File: config.mk
export PLATFORM = sky130hd
export DESIGN_NAME = tmmo_cmd
export DESIGN_NICKNAME = d
export VERILOG_FILES = /design/src/core/tmmo_score.v /design/src/core/tmmo_cmd.v
export VERILOG_INCLUDE_DIRS = /design/src /design/src/core
export SDC_FILE = /design/constraint.sdc
export NUM_CORES = 2
export LEC_CHECK = 0
export BUFFER_PORTS_ARGS = -buffer_cell sky130_fd_sc_hd__buf_2
export CAP_MARGIN = 20
export CORE_MARGIN = 5
export CORE_UTILIZATION = 60
export CTS_CLUSTER_DIAMETER = 40
export DETAILED_ROUTE_END_ITERATION = 7
export GPL_TIMING_DRIVEN = 0
export PLACE_DENSITY_LB_ADDON = 0.12
export SLEW_MARGIN = 10
export SYNTH_ARGS = -nofsm -noshare
export SYNTH_HDL_FRONTEND = slang
export SYNTH_SLANG_ARGS = --single-unit
File: constraint.sdc
create_clock -name mclk -period 26.8 [get_ports mclk]
set_clock_uncertainty 0.2 [all_clocks]
set_input_delay 5.36 -clock mclk [delete_from_list [all_inputs] [get_ports mclk]]
set_output_delay 5.36 -clock mclk [all_outputs]
set_load 0.01 [all_outputs]
File: src/core/tmmo_regs.vh
// constants for the tracker matrix, distortion score and tip offset command block
`ifndef TMMO_REGS_VH
`define TMMO_REGS_VH
// command bytes
`define TMMO_CMD_MATRIX 8'h58
`define TMMO_CMD_DIST 8'h73
`define TMMO_CMD_OFFSET 8'h4B
// distortion option selectors
`define TMMO_SEL_OFF 8'h00
`define TMMO_SEL_ON 8'h01
`define TMMO_SEL_SENS 8'h02
`define TMMO_SEL_OFFS 8'h03
`define TMMO_SEL_SLOPE 8'h04
`define TMMO_SEL_ALPHA 8'h05
// power-up defaults and limits
`define TMMO_DEF_SENS 7'h20
`define TMMO_DEF_ALPHA 7'h0C
`define TMMO_DEF_OFFS 8'h00
`define TMMO_DEF_SLOPE 8'h00
`define TMMO_ALPHA_MAX 7'h7F
`define TMMO_SCORE_MAX 7'h7F
// record layout
`define TMMO_MATRIX_BYTES 5'd18
`define TMMO_OFFSET_BYTES 3'd6
`define TMMO_SYNC_BIT 7
`endif

File: src/core/tmmo_score.v
// distortion score computation and smoothing filter
`timescale 1ns/1ps
`default_nettype none
`include "tmmo_regs.vh"
module tmmo_score
(
   // clock and reset
   input wire mclk,
   input wire rst_b,
   // settings
   input wire [6:0] sens,
   input wire signed [7:0] offs,
   input wire signed [7:0] slope,
   input wire [6:0] alpha,
   // measurement
   input wire sample_valid,
   input wire signed [15:0] raw_system_error,
   input wire [15:0] range,
   // result
   output reg [6:0] field_distortion_score
);
   // score = sens * (raw - (offs + slope * range))
   wire signed [24:0] slope_term = slope * $signed({1'b0, range});
   wire signed [25:0] base = $signed({{18{offs[7]}}, offs}) + slope_term;
   wire signed [26:0] diff = raw_system_error - base;
   wire signed [34:0] prod = diff * $signed({1'b0, sens});
   // clamp to 0..127; negative error means better than baseline
   wire [6:0] inst = prod[34] ? 7'h00 :
      (prod > 35'sd127) ? `TMMO_SCORE_MAX : prod[6:0];
   // first-order filter: alpha 127 tracks, 0 holds
   wire signed [8:0] delta = $signed({2'b00, inst}) - $signed({2'b00, field_distortion_score});
   wire signed [16:0] step = delta * $signed({1'b0, alpha});
   wire [6:0] next_score = (alpha == `TMMO_ALPHA_MAX) ? inst :
      field_distortion_score + step[13:7];
   always @(posedge mclk)
   begin
      if (!rst_b)
         field_distortion_score <= 7'h00;
      else if (sample_valid)
         field_distortion_score <= next_score;
   end
endmodule // tmmo_score
`default_nettype wire

File: src/core/tmmo_cmd.v
// command interpreter: matrix output, distortion scoring, tip offset
// ==========================================================
`timescale 1ns/1ps
`default_nettype none
`include "tmmo_regs.vh"
module tmmo_cmd
(
   // clock and reset
   input wire mclk,
   input wire rst_b,
   // host command bytes (same clock)
   input wire rx_valid,
   input wire [7:0] rx_byte,
   // record request and measurement data
   input wire record_req,
   input wire offset_read_req,
   input wire [143:0] matrix_in,
   input wire button_mode,
   input wire [7:0] button_byte,
   input wire sample_valid,
   input wire signed [15:0] raw_system_error,
   input wire [15:0] range,
   // sensor-frame position and rotated offset supplied by pose engine
   input wire signed [15:0] pos_x_in,
   input wire signed [15:0] pos_y_in,
   input wire signed [15:0] pos_z_in,
   input wire signed [15:0] rot_off_x,
   input wire signed [15:0] rot_off_y,
   input wire signed [15:0] rot_off_z,
   // returned bytes
   input wire tx_ready,
   output reg tx_valid,
   output reg [7:0] tx_byte,
   // status
   output reg matrix_mode,
   output reg dist_enable,
   output reg [15:0] offset_x,
   output reg [15:0] offset_y,
   output reg [15:0] offset_z,
   output reg [15:0] pos_x,
   output reg [15:0] pos_y,
   output reg [15:0] pos_z,
   output reg busy
);
   // ==========================================================
   // command parser
   localparam P_IDLE = 2'd0;
   localparam P_DIST = 2'd1;
   localparam P_OFFS = 2'd2;
   reg [1:0] pstate;
   reg [2:0] pcount;
   reg [7:0] sel_hold;
   reg [39:0] offs_hold;
   reg [6:0] sens;
   reg [7:0] offs;
   reg [7:0] slope;
   reg [6:0] alpha;
   always @(posedge mclk)
   begin
      if (!rst_b)
      begin
         pstate <= P_IDLE;
         pcount <= 3'd0;
         sel_hold <= 8'h00;
         offs_hold <= 40'h0;
         matrix_mode <= 1'b0;
         dist_enable <= 1'b0;
         sens <= `TMMO_DEF_SENS;
         offs <= `TMMO_DEF_OFFS;
         slope <= `TMMO_DEF_SLOPE;
         alpha <= `TMMO_DEF_ALPHA;
         offset_x <= 16'h0000;
         offset_y <= 16'h0000;
         offset_z <= 16'h0000;
      end
      else if (rx_valid)
      begin
         case (pstate)
            P_IDLE:
            begin
               pcount <= 3'd0;
               if (rx_byte == `TMMO_CMD_MATRIX)
                  matrix_mode <= 1'b1;
               else if (rx_byte == `TMMO_CMD_DIST)
                  pstate <= P_DIST;
               else if (rx_byte == `TMMO_CMD_OFFSET)
                  pstate <= P_OFFS;
               else
                  matrix_mode <= 1'b0;
            end
            P_DIST:
            begin
               // selector first, value applied only on the second byte
               if (pcount == 3'd0)
               begin
                  sel_hold <= rx_byte;
                  pcount <= 3'd1;
               end
               else
               begin
                  pstate <= P_IDLE;
                  pcount <= 3'd0;
                  case (sel_hold)
                     `TMMO_SEL_OFF: dist_enable <= 1'b0;
                     `TMMO_SEL_ON:
                     begin
                        dist_enable <= 1'b1;
                        sens <= `TMMO_DEF_SENS;
                        offs <= `TMMO_DEF_OFFS;
                        slope <= `TMMO_DEF_SLOPE;
                        alpha <= `TMMO_DEF_ALPHA;
                     end
                     `TMMO_SEL_SENS:
                     begin
                        dist_enable <= 1'b1;
                        sens <= rx_byte[6:0];
                     end
                     `TMMO_SEL_OFFS:
                     begin
                        dist_enable <= 1'b1;
                        offs <= rx_byte;
                     end
                     `TMMO_SEL_SLOPE:
                     begin
                        dist_enable <= 1'b1;
                        slope <= rx_byte;
                     end
                     `TMMO_SEL_ALPHA:
                     begin
                        dist_enable <= 1'b1;
                        alpha <= rx_byte[6:0];
                     end
                     default: dist_enable <= dist_enable;
                  endcase
               end
            end
            P_OFFS:
            begin
               if (pcount == 3'd5)
               begin
                  // all six bytes in: apply together, low byte first
                  offset_x <= {offs_hold[31:24], offs_hold[39:32]};
                  offset_y <= {offs_hold[15:8], offs_hold[23:16]};
                  offset_z <= {rx_byte, offs_hold[7:0]};
                  pstate <= P_IDLE;
                  pcount <= 3'd0;
               end
               else
               begin
                  offs_hold <= {offs_hold[31:0], rx_byte};
                  pcount <= pcount + 3'd1;
               end
            end
            default: pstate <= P_IDLE;
         endcase
      end
   end
   // ==========================================================
   // score engine
   wire [6:0] score;
   tmmo_score u_score
   (
      .mclk(mclk),
      .rst_b(rst_b),
      .sens(sens),
      .offs(offs),
      .slope(slope),
      .alpha(alpha),
      .sample_valid(sample_valid),
      .raw_system_error(raw_system_error),
      .range(range),
      .field_distortion_score(score)
   );
   // ==========================================================
   // offset applied to position; wraps like the pose words
   always @(posedge mclk)
   begin
      if (!rst_b)
      begin
         pos_x <= 16'h0000;
         pos_y <= 16'h0000;
         pos_z <= 16'h0000;
      end
      else
      begin
         pos_x <= pos_x_in + rot_off_x;
         pos_y <= pos_y_in + rot_off_y;
         pos_z <= pos_z_in + rot_off_z;
      end
   end
   // ==========================================================
   // record transmitter
   localparam T_IDLE = 2'd0;
   localparam T_MAT = 2'd1;
   localparam T_OFF = 2'd2;
   localparam T_TAIL = 2'd3;
   reg [1:0] tstate;
   reg [4:0] tidx;
   reg [143:0] mat_snap;
   reg [47:0] off_snap;
   reg send_button;
   reg send_score;
   reg [7:0] next_byte;
   wire [15:0] cur_elem = mat_snap[143 - 16 * tidx[4:1] -: 16];
   wire [15:0] cur_off = off_snap[47 - 16 * tidx[2:1] -: 16];
   wire take = !tx_valid || tx_ready;
   always @*
   begin
      next_byte = 8'h00;
      if (tstate == T_MAT)
      begin
         if (tidx[0])
            next_byte = {1'b0, cur_elem[15:9]};
         else
            next_byte = {(tidx == 5'd0), cur_elem[8:2]};
      end
      else if (tstate == T_OFF)
         next_byte = tidx[0] ? cur_off[15:8] : cur_off[7:0];
      else if (tstate == T_TAIL)
         next_byte = send_button ? button_byte : {1'b0, score};
   end
   always @(posedge mclk)
   begin
      if (!rst_b)
      begin
         tstate <= T_IDLE;
         tidx <= 5'd0;
         mat_snap <= 144'h0;
         off_snap <= 48'h0;
         send_button <= 1'b0;
         send_score <= 1'b0;
         tx_valid <= 1'b0;
         tx_byte <= 8'h00;
         busy <= 1'b0;
      end
      else
      begin
         if (tx_valid && tx_ready)
            tx_valid <= 1'b0;
         case (tstate)
            T_IDLE:
            begin
               tidx <= 5'd0;
               if (offset_read_req)
               begin
                  off_snap <= {offset_x, offset_y, offset_z};
                  tstate <= T_OFF;
                  busy <= 1'b1;
               end
               else if (record_req && matrix_mode)
               begin
                  // elements ordered M11 M21 M31 M12 ... M33, 16-bit fractions
                  mat_snap <= matrix_in;
                  send_button <= button_mode;
                  send_score <= dist_enable;
                  tstate <= T_MAT;
                  busy <= 1'b1;
               end
            end
            T_MAT:
               if (take)
               begin
                  tx_valid <= 1'b1;
                  tx_byte <= next_byte;
                  tidx <= tidx + 5'd1;
                  if (tidx == `TMMO_MATRIX_BYTES - 5'd1)
                  begin
                     if (send_button || send_score)
                        tstate <= T_TAIL;
                     else
                     begin
                        tstate <= T_IDLE;
                        busy <= 1'b0;
                     end
                  end
               end
            T_OFF:
               if (take)
               begin
                  tx_valid <= 1'b1;
                  tx_byte <= next_byte;
                  tidx <= tidx + 5'd1;
                  if (tidx == {2'b00, `TMMO_OFFSET_BYTES} - 5'd1)
                  begin
                     tstate <= T_IDLE;
                     busy <= 1'b0;
                  end
               end
            T_TAIL:
               if (take)
               begin
                  tx_valid <= 1'b1;
                  tx_byte <= next_byte;
                  if (send_button)
                  begin
                     send_button <= 1'b0;
                     if (!send_score)
                     begin
                        tstate <= T_IDLE;
                        busy <= 1'b0;
                     end
                  end
                  else
                  begin
                     send_score <= 1'b0;
                     tstate <= T_IDLE;
                     busy <= 1'b0;
                  end
               end
            default: tstate <= T_IDLE;
         endcase
      end
   end
endmodule // tmmo_cmd
`default_nettype wire

# Yosys cells after proc, flatten, opt, wreduce, memory -nomap -nowiden
# Index checks and enable logic that the tools add are counted.
[classes]
add_sub_neg = 11
mul = 3
order_cmp = 1
n_eq_ne = 35
shift = 2
n_mux = 61
bitwise_logic = 3
n_reduce_logical = 40
[op_table]
columns = ["operator", "n"]
rows = [
  ["$shiftx 159x33->16", 1],
  ["$shiftx 63x33->16", 1],
  ["$add 16x16->16", 3],
  ["$mux 8", 5],
  ["$gt 35x8->1 const B", 1],
  ["$mul 27x8->35", 1],
  ["$pmux 8 s2", 2],
  ["$mux 2", 15],
  ["$pmux 7 s2", 2],
  ["$reduce_and 4->1", 7],
  ["$sub 16x26->27", 1],
  ["$add 8x25->26", 1],
  ["$mul 8x17->25", 1],
  ["$eq 8x7->1 const B", 3],
  ["$mux 1", 24],
  ["$ne 2x2->1 const B", 12],
  ["$mux 7", 3],
  ["$eq 8x2->1 const B", 2],
  ["$eq 8x3->1 const B", 2],
  ["$mul 8x8->14", 1],
  ["$reduce_bool 2->1", 7],
  ["$reduce_and 3->1", 4],
  ["$pmux 5 s2", 1],
  ["$reduce_and 5->1", 2],
  ["37 further kinds", 54],
]
[totals]
regBits = 399
out_inout_bits = 108
wordCells = 182

# Logic depth before layout (Yosys ltp)
[depth]
ltp_word = 11
depth_mapped = 76
mapped_depth_nobuf = 73

# Cells and area by module
# Synthesis repeated with hierarchy kept, for this count alone.
[unflattened]
hier_cells = 3970
area_unflattened_um2 = 33116.8
[by_module_without_submodules]
columns = ["mod", "instances", "cells_each", "area_each_um2", "seq_area_each_um2"]
rows = [
  ["tmmo_cmd", 1, 2054, 16935.0, 7487.2],
  ["tmmo_score", 1, 1916, 16181.8, 140.1],
]

# Worst setup path before layout
# No wires, ideal clock.
[synth_path]
kind = "input to register"
from = "in range[14]"
to = "reg u_score.field_distortion_score[6]"
setup_time_ns = 0.132
arrival_ns = 21.356
setup_slack_ns = 5.112
stages = 72
path_buffers = 3
path_cell_list = "and2_1 > fa_1 > inv_1 > fa_1 > fa_1 > fa_1 > inv_1 > fa_1 > inv_1 > ha_1 > a21o_1 > a221o_1 > a21oi_1 > nor2_1 > a221oi_1 > a21oi_1 > nand4_1 > nand3_1 > [... 36 more ...] > inv_1 > fa_1 > inv_1 > ha_1 > nor2b_1 > o21a_1 > nor4_1 > nor3_1 > a21oi_1 > xnor2_1 > ha_1 > a21oi_1 > o21ai_0 > xnor2_1 > xnor2_1 > xnor2_1 > a31oi_1 > a21oi_1"
[synth_via]
elab_chain_cells = 11
[synth_lines]
columns = ["item", "line", "source"]
rows = [
  ["start, declared", "tmmo_cmd.v:22", "input wire [15:0] range,"],
  ["$mul 8x17->25 (*)", "tmmo_score.v:23", "wire signed [24:0] slope_term = slope * $signed({1'b0, range});"],
  ["$add 8x25->26 (*)", "tmmo_score.v:24", "wire signed [25:0] base = $signed({{18{offs[7]}}, offs}) + slope_term;"],
  ["$sub 16x26->27 (*)", "tmmo_score.v:25", "wire signed [26:0] diff = raw_system_error - base;"],
  ["$mul 27x8->35 (*)", "tmmo_score.v:26", "wire signed [34:0] prod = diff * $signed({1'b0, sens});"],
  ["$gt 35x8->1", "tmmo_score.v:29", "(prod > 35'sd127) ? `TMMO_SCORE_MAX : prod[6:0];"],
  ["$mux 7", "tmmo_score.v:29", ""],
  ["$mux 7 (*)", "tmmo_score.v:28", "wire [6:0] inst = prod[34] ? 7'h00 :"],
  ["$sub 7x7->8", "tmmo_score.v:31", "wire signed [8:0] delta = $signed({2'b00, inst}) - $signed({2'b00, field_distortion_score});"],
  ["$mul 8x8->14", "tmmo_score.v:32", "wire signed [16:0] step = delta * $signed({1'b0, alpha});"],
  ["$add 7x7->7", "tmmo_score.v:34", "field_distortion_score + step[13:7];"],
  ["$mux 7 (*)", "tmmo_score.v:33", "wire [6:0] next_score = (alpha == `TMMO_ALPHA_MAX) ? inst :"],
  ["end signal, assigned", "tmmo_score.v:40", "field_distortion_score <= next_score;"],
  ["end, declared", "tmmo_score.v:20", "output reg [6:0] field_distortion_score"],
]
# Mark *: on every way between the ends. The rest lies on a longest branch, timed or not.
# A chain may end at the register's enable or synchronous reset.

# Final worst setup path
# Same ends and word-level chain as after synthesis.

==> flow_summary_export.csv <==
group,metric,value,unit
timing,rsz0062_at_grt,"no",
timing,final.setup.tns,0,ps
final_layout,final_util,0.685,
detailed_routing,wirelength,99700,microns
timing,finalCritPeriodShare,0.880,
setup_path,rr_endpoint,"u_score.field_distortion_score[6]",
timing,relSlewSlack,0.216,
logic_synthesis,syn_avg_cell_area,8.29,sq um
global_route,overflow,0,
floorplan,fp.dieH,242,microns
clock_tree,path_clk_slew,60,ps
global_route,grt_pass1_wl,155000,microns
setup_path,cp_max_fo,10,
clock_tree,cts.sinks,381,
logic_synthesis,synth_edf_count,0,
setup_path,end_kind,"flip-flop",
clock_tree,h-tree-depth,2,
detailed_routing,ant_nets,0,
clock_tree,clock_path_buffers,3,
logic_synthesis,synth_area,32200,sq um
timing,max_freq,0.0424,GHz
floorplan,die_x,242,microns
place,dp_hpwl,79900,microns
logic_synthesis,synth.net_count,4745,
logic_synthesis,synth_commonest_cells,"nand2_1, inv_1, a21oi_1",
run,drv_cap,0,
clock_tree,cts_resized,0,
setup_path,slowest_delay,650,ps
setup_path,start_kind,"input pin",
place,port_buffers,380,
clock_tree,cts_buffers,46,
clock_tree,postCtsHoldBufs,0,
floorplan,design.core.area,53500,sq um
setup_path,worst-path-buf-inv,15,
setup_path,crit_end,"u_score.field_distortion_score[6]",
worst_hold_path,hp-class,"reg -> reg",
power,p_per_area,120,nW/um^2
detailed_routing,vias,28700,
detailed_routing,drt-vias-per-instance,5.68,
floorplan,fp-row-count,85,
power,vdd_drop_max,0.298,mV
logic_synthesis,ys_types,82,
power,power_leakage,16.1,nW
setup_path,reg2regPathDepth,72,
final_layout,fillers,4560,
clock_tree,clk_latency,580,ps
setup_path,cp.depth,73,
outcome,status,"finished, final reports clean",
final_layout,multi_input_area,22000,sq um
global_route,grt_pass1_vias,28000,
setup_path,cpMaxStageDelayCell,"fa_1",
logic_synthesis,async_flop_share,0,
global_route,antenna_found_initial,16,
detailed_routing,firstDrtPassIters,6,
setup_path,criticalPathCategory,"in -> reg",
global_route,grt_max_degree,20,
setup_path,cp.arrival,23780,ps
floorplan,dieArea,58400,sq um
clock_tree,postCtsSetupBuffers,0,
final_layout,ff_latch_area,7630,sq um
detailed_routing,route.met3.wl,9140,microns
logic_synthesis,syn_inst,3886,
detailed_routing,wire_per_inst,19.7,microns
setup_path,path_delay_family,"adder cells",
detailed_routing,routed.top_layer,"met5",
setup_path,cpMostUsedCell,"fa_1",
timing,slew_viol_final,0,
setup_path,cp-startpoint,"range[14]",
global_route,grt_usage,0.329,
timing,hold_viol_final,0,
timing,setup_viol,0,
detailed_routing,drt-initial-drc-count,2497,
logic_synthesis,ys_warn_count,0,
final_layout,area_growth,13.8,%
setup_path,reg2reg_from,"slope[5]",
detailed_routing,met1_length,41900,microns
logic_synthesis,synth_most_common_cell,"nand2_1",
final_layout,drive_gt1_frac,0.123,
timing,period_needed,23590,ps
logic_synthesis,netlist.area_leader.share,0.237,
clock_tree,cts_tree,"done",
logic_synthesis,ys.flop_type,"dfxtp_1",
logic_synthesis,synth_seq_cells,381,
floorplan,io-pin-count,404,
final_layout,nets,5174,
clock_tree,cts_root_buffer,"clkbuf_16",
floorplan,start_util,0.602,
setup_path,crit_required,26990,ps
place,gp_congestion,0.977,
timing,tightest_slew,1180,ps
logic_synthesis,synth.area.top_cells,"dfxtp_1, fa_1, ha_1",
logic_synthesis,yosysTopAreaCell,"dfxtp_1",
detailed_routing,met2_length,45100,microns
logic_synthesis,seq_area_frac_synth,0.237,
setup_path,r2r_slack,7160,ps
detailed_routing,drc,0,
==> stage by stage <==
step	worst slack, ps	hold WS, ps	total power [mW]	instances	instance area (sq um)
after CTS	3360	251	4.39	5045	36600
final	3210	251	4.41	5061	36600
after global routing	2540	270	4.83	5054	36600
after detailed placement	2860	243	3.71	4963	35000
after global placement	2990	239	3.62	4962	35000
after floorplan	5110	232	3.03	3886	32200
==> layer usage <==
metal  global-route usage  vias up
li1                     -    13400
met1                0.461    13800
met2                0.519     1278
met3               0.0638      236
met4                0.107        8
met5                    0        -
==> worst min-delay path, stage by stage, from the launching register on <==
cell,delay (ps)
dfxtp_1,300
nand2_1,50
a21oi_1,50
==> final cells by class <==
type / instances / share of cell area
diodes: 16 / 0.00109
clock buffers: 59 / 0.0347
flip-flops and latches: 381 / 0.208
clock inverters: 23 / 0.00932
repair buffers: 381 / 0.0520
well taps: 696 / 0.0238
multi-input cells: 2823 / 0.600
inverters: 490 / 0.0502
plain buffers: 192 / 0.0204
==> placed cells by master, fill, tap and decap left out, drive strengths merged, types with 11 or more instances in the layout <==
cell type / netlist / routed
xnor2: 69 / 69
mux4: 36 / 36
clkbuf: 175 / 234
nand2b: 23 / 23
a22oi: 17 / 17
and3: 11 / 11
a31oi: 24 / 24
nor2: 175 / 175
buf: 17 / 398
ha: 246 / 246
a21oi: 411 / 411
nand4: 19 / 19
o21ai: 89 / 89
mux2i: 17 / 17
dfxtp: 381 / 381
nor2b: 18 / 18
nand3: 52 / 52
fa: 317 / 317
diode: 0 / 16
o21bai: 11 / 11
mux2: 11 / 11
nor3: 38 / 38
o211ai: 15 / 15
and2: 274 / 274
inv: 488 / 497
xor2: 41 / 41
nand2: 725 / 725
a21o: 41 / 41
==> registers in the layout, indices dropped and copies added (netlist names), 16 cells and up <==
| register | cells |
|---|---|
| mat_snap | 126 |
| off_snap | 48 |
| pos_x | 16 |
| pos_y | 16 |
| pos_z | 16 |
| offset_z | 16 |
| offset_y | 16 |
| offs_hold | 40 |
| offset_x | 16 |
==> where the power goes <==
part | internal (mW) | switching (mW) | leakage [nW]
combinational | 1.32 | 1.82 | 12.2
clock | 0.391 | 0.266 | 0.773
sequential | 0.594 | 0.0178 | 3.09
==> cell families after synthesis <==
group / share of synthesized area
and+or+nand+nor: 0.197
AOI/OAI and AO/OA: 0.129
buffers and inverters: 0.0803
adders and majority gates: 0.293
DFF: 0.237
xor gates and xnor gates: 0.0299
muxes: 0.0344
==> how the worst min path moves through the flow <==
| stage | from | to | depth (start not counted) |
|---|---|---|---|
| global placement | mat_snap[30] | mat_snap[30] | 2 |
| finish | off_snap[47] | off_snap[47] | 2 |
| floorplan | offs_hold[32] | offset_x[0] | 2 |
| detailed placement | off_snap[47] | off_snap[47] | 2 |
| CTS | off_snap[47] | off_snap[47] | 2 |
| global route | off_snap[16] | off_snap[16] | 2 |
Power figures use the tool's default switching activity.
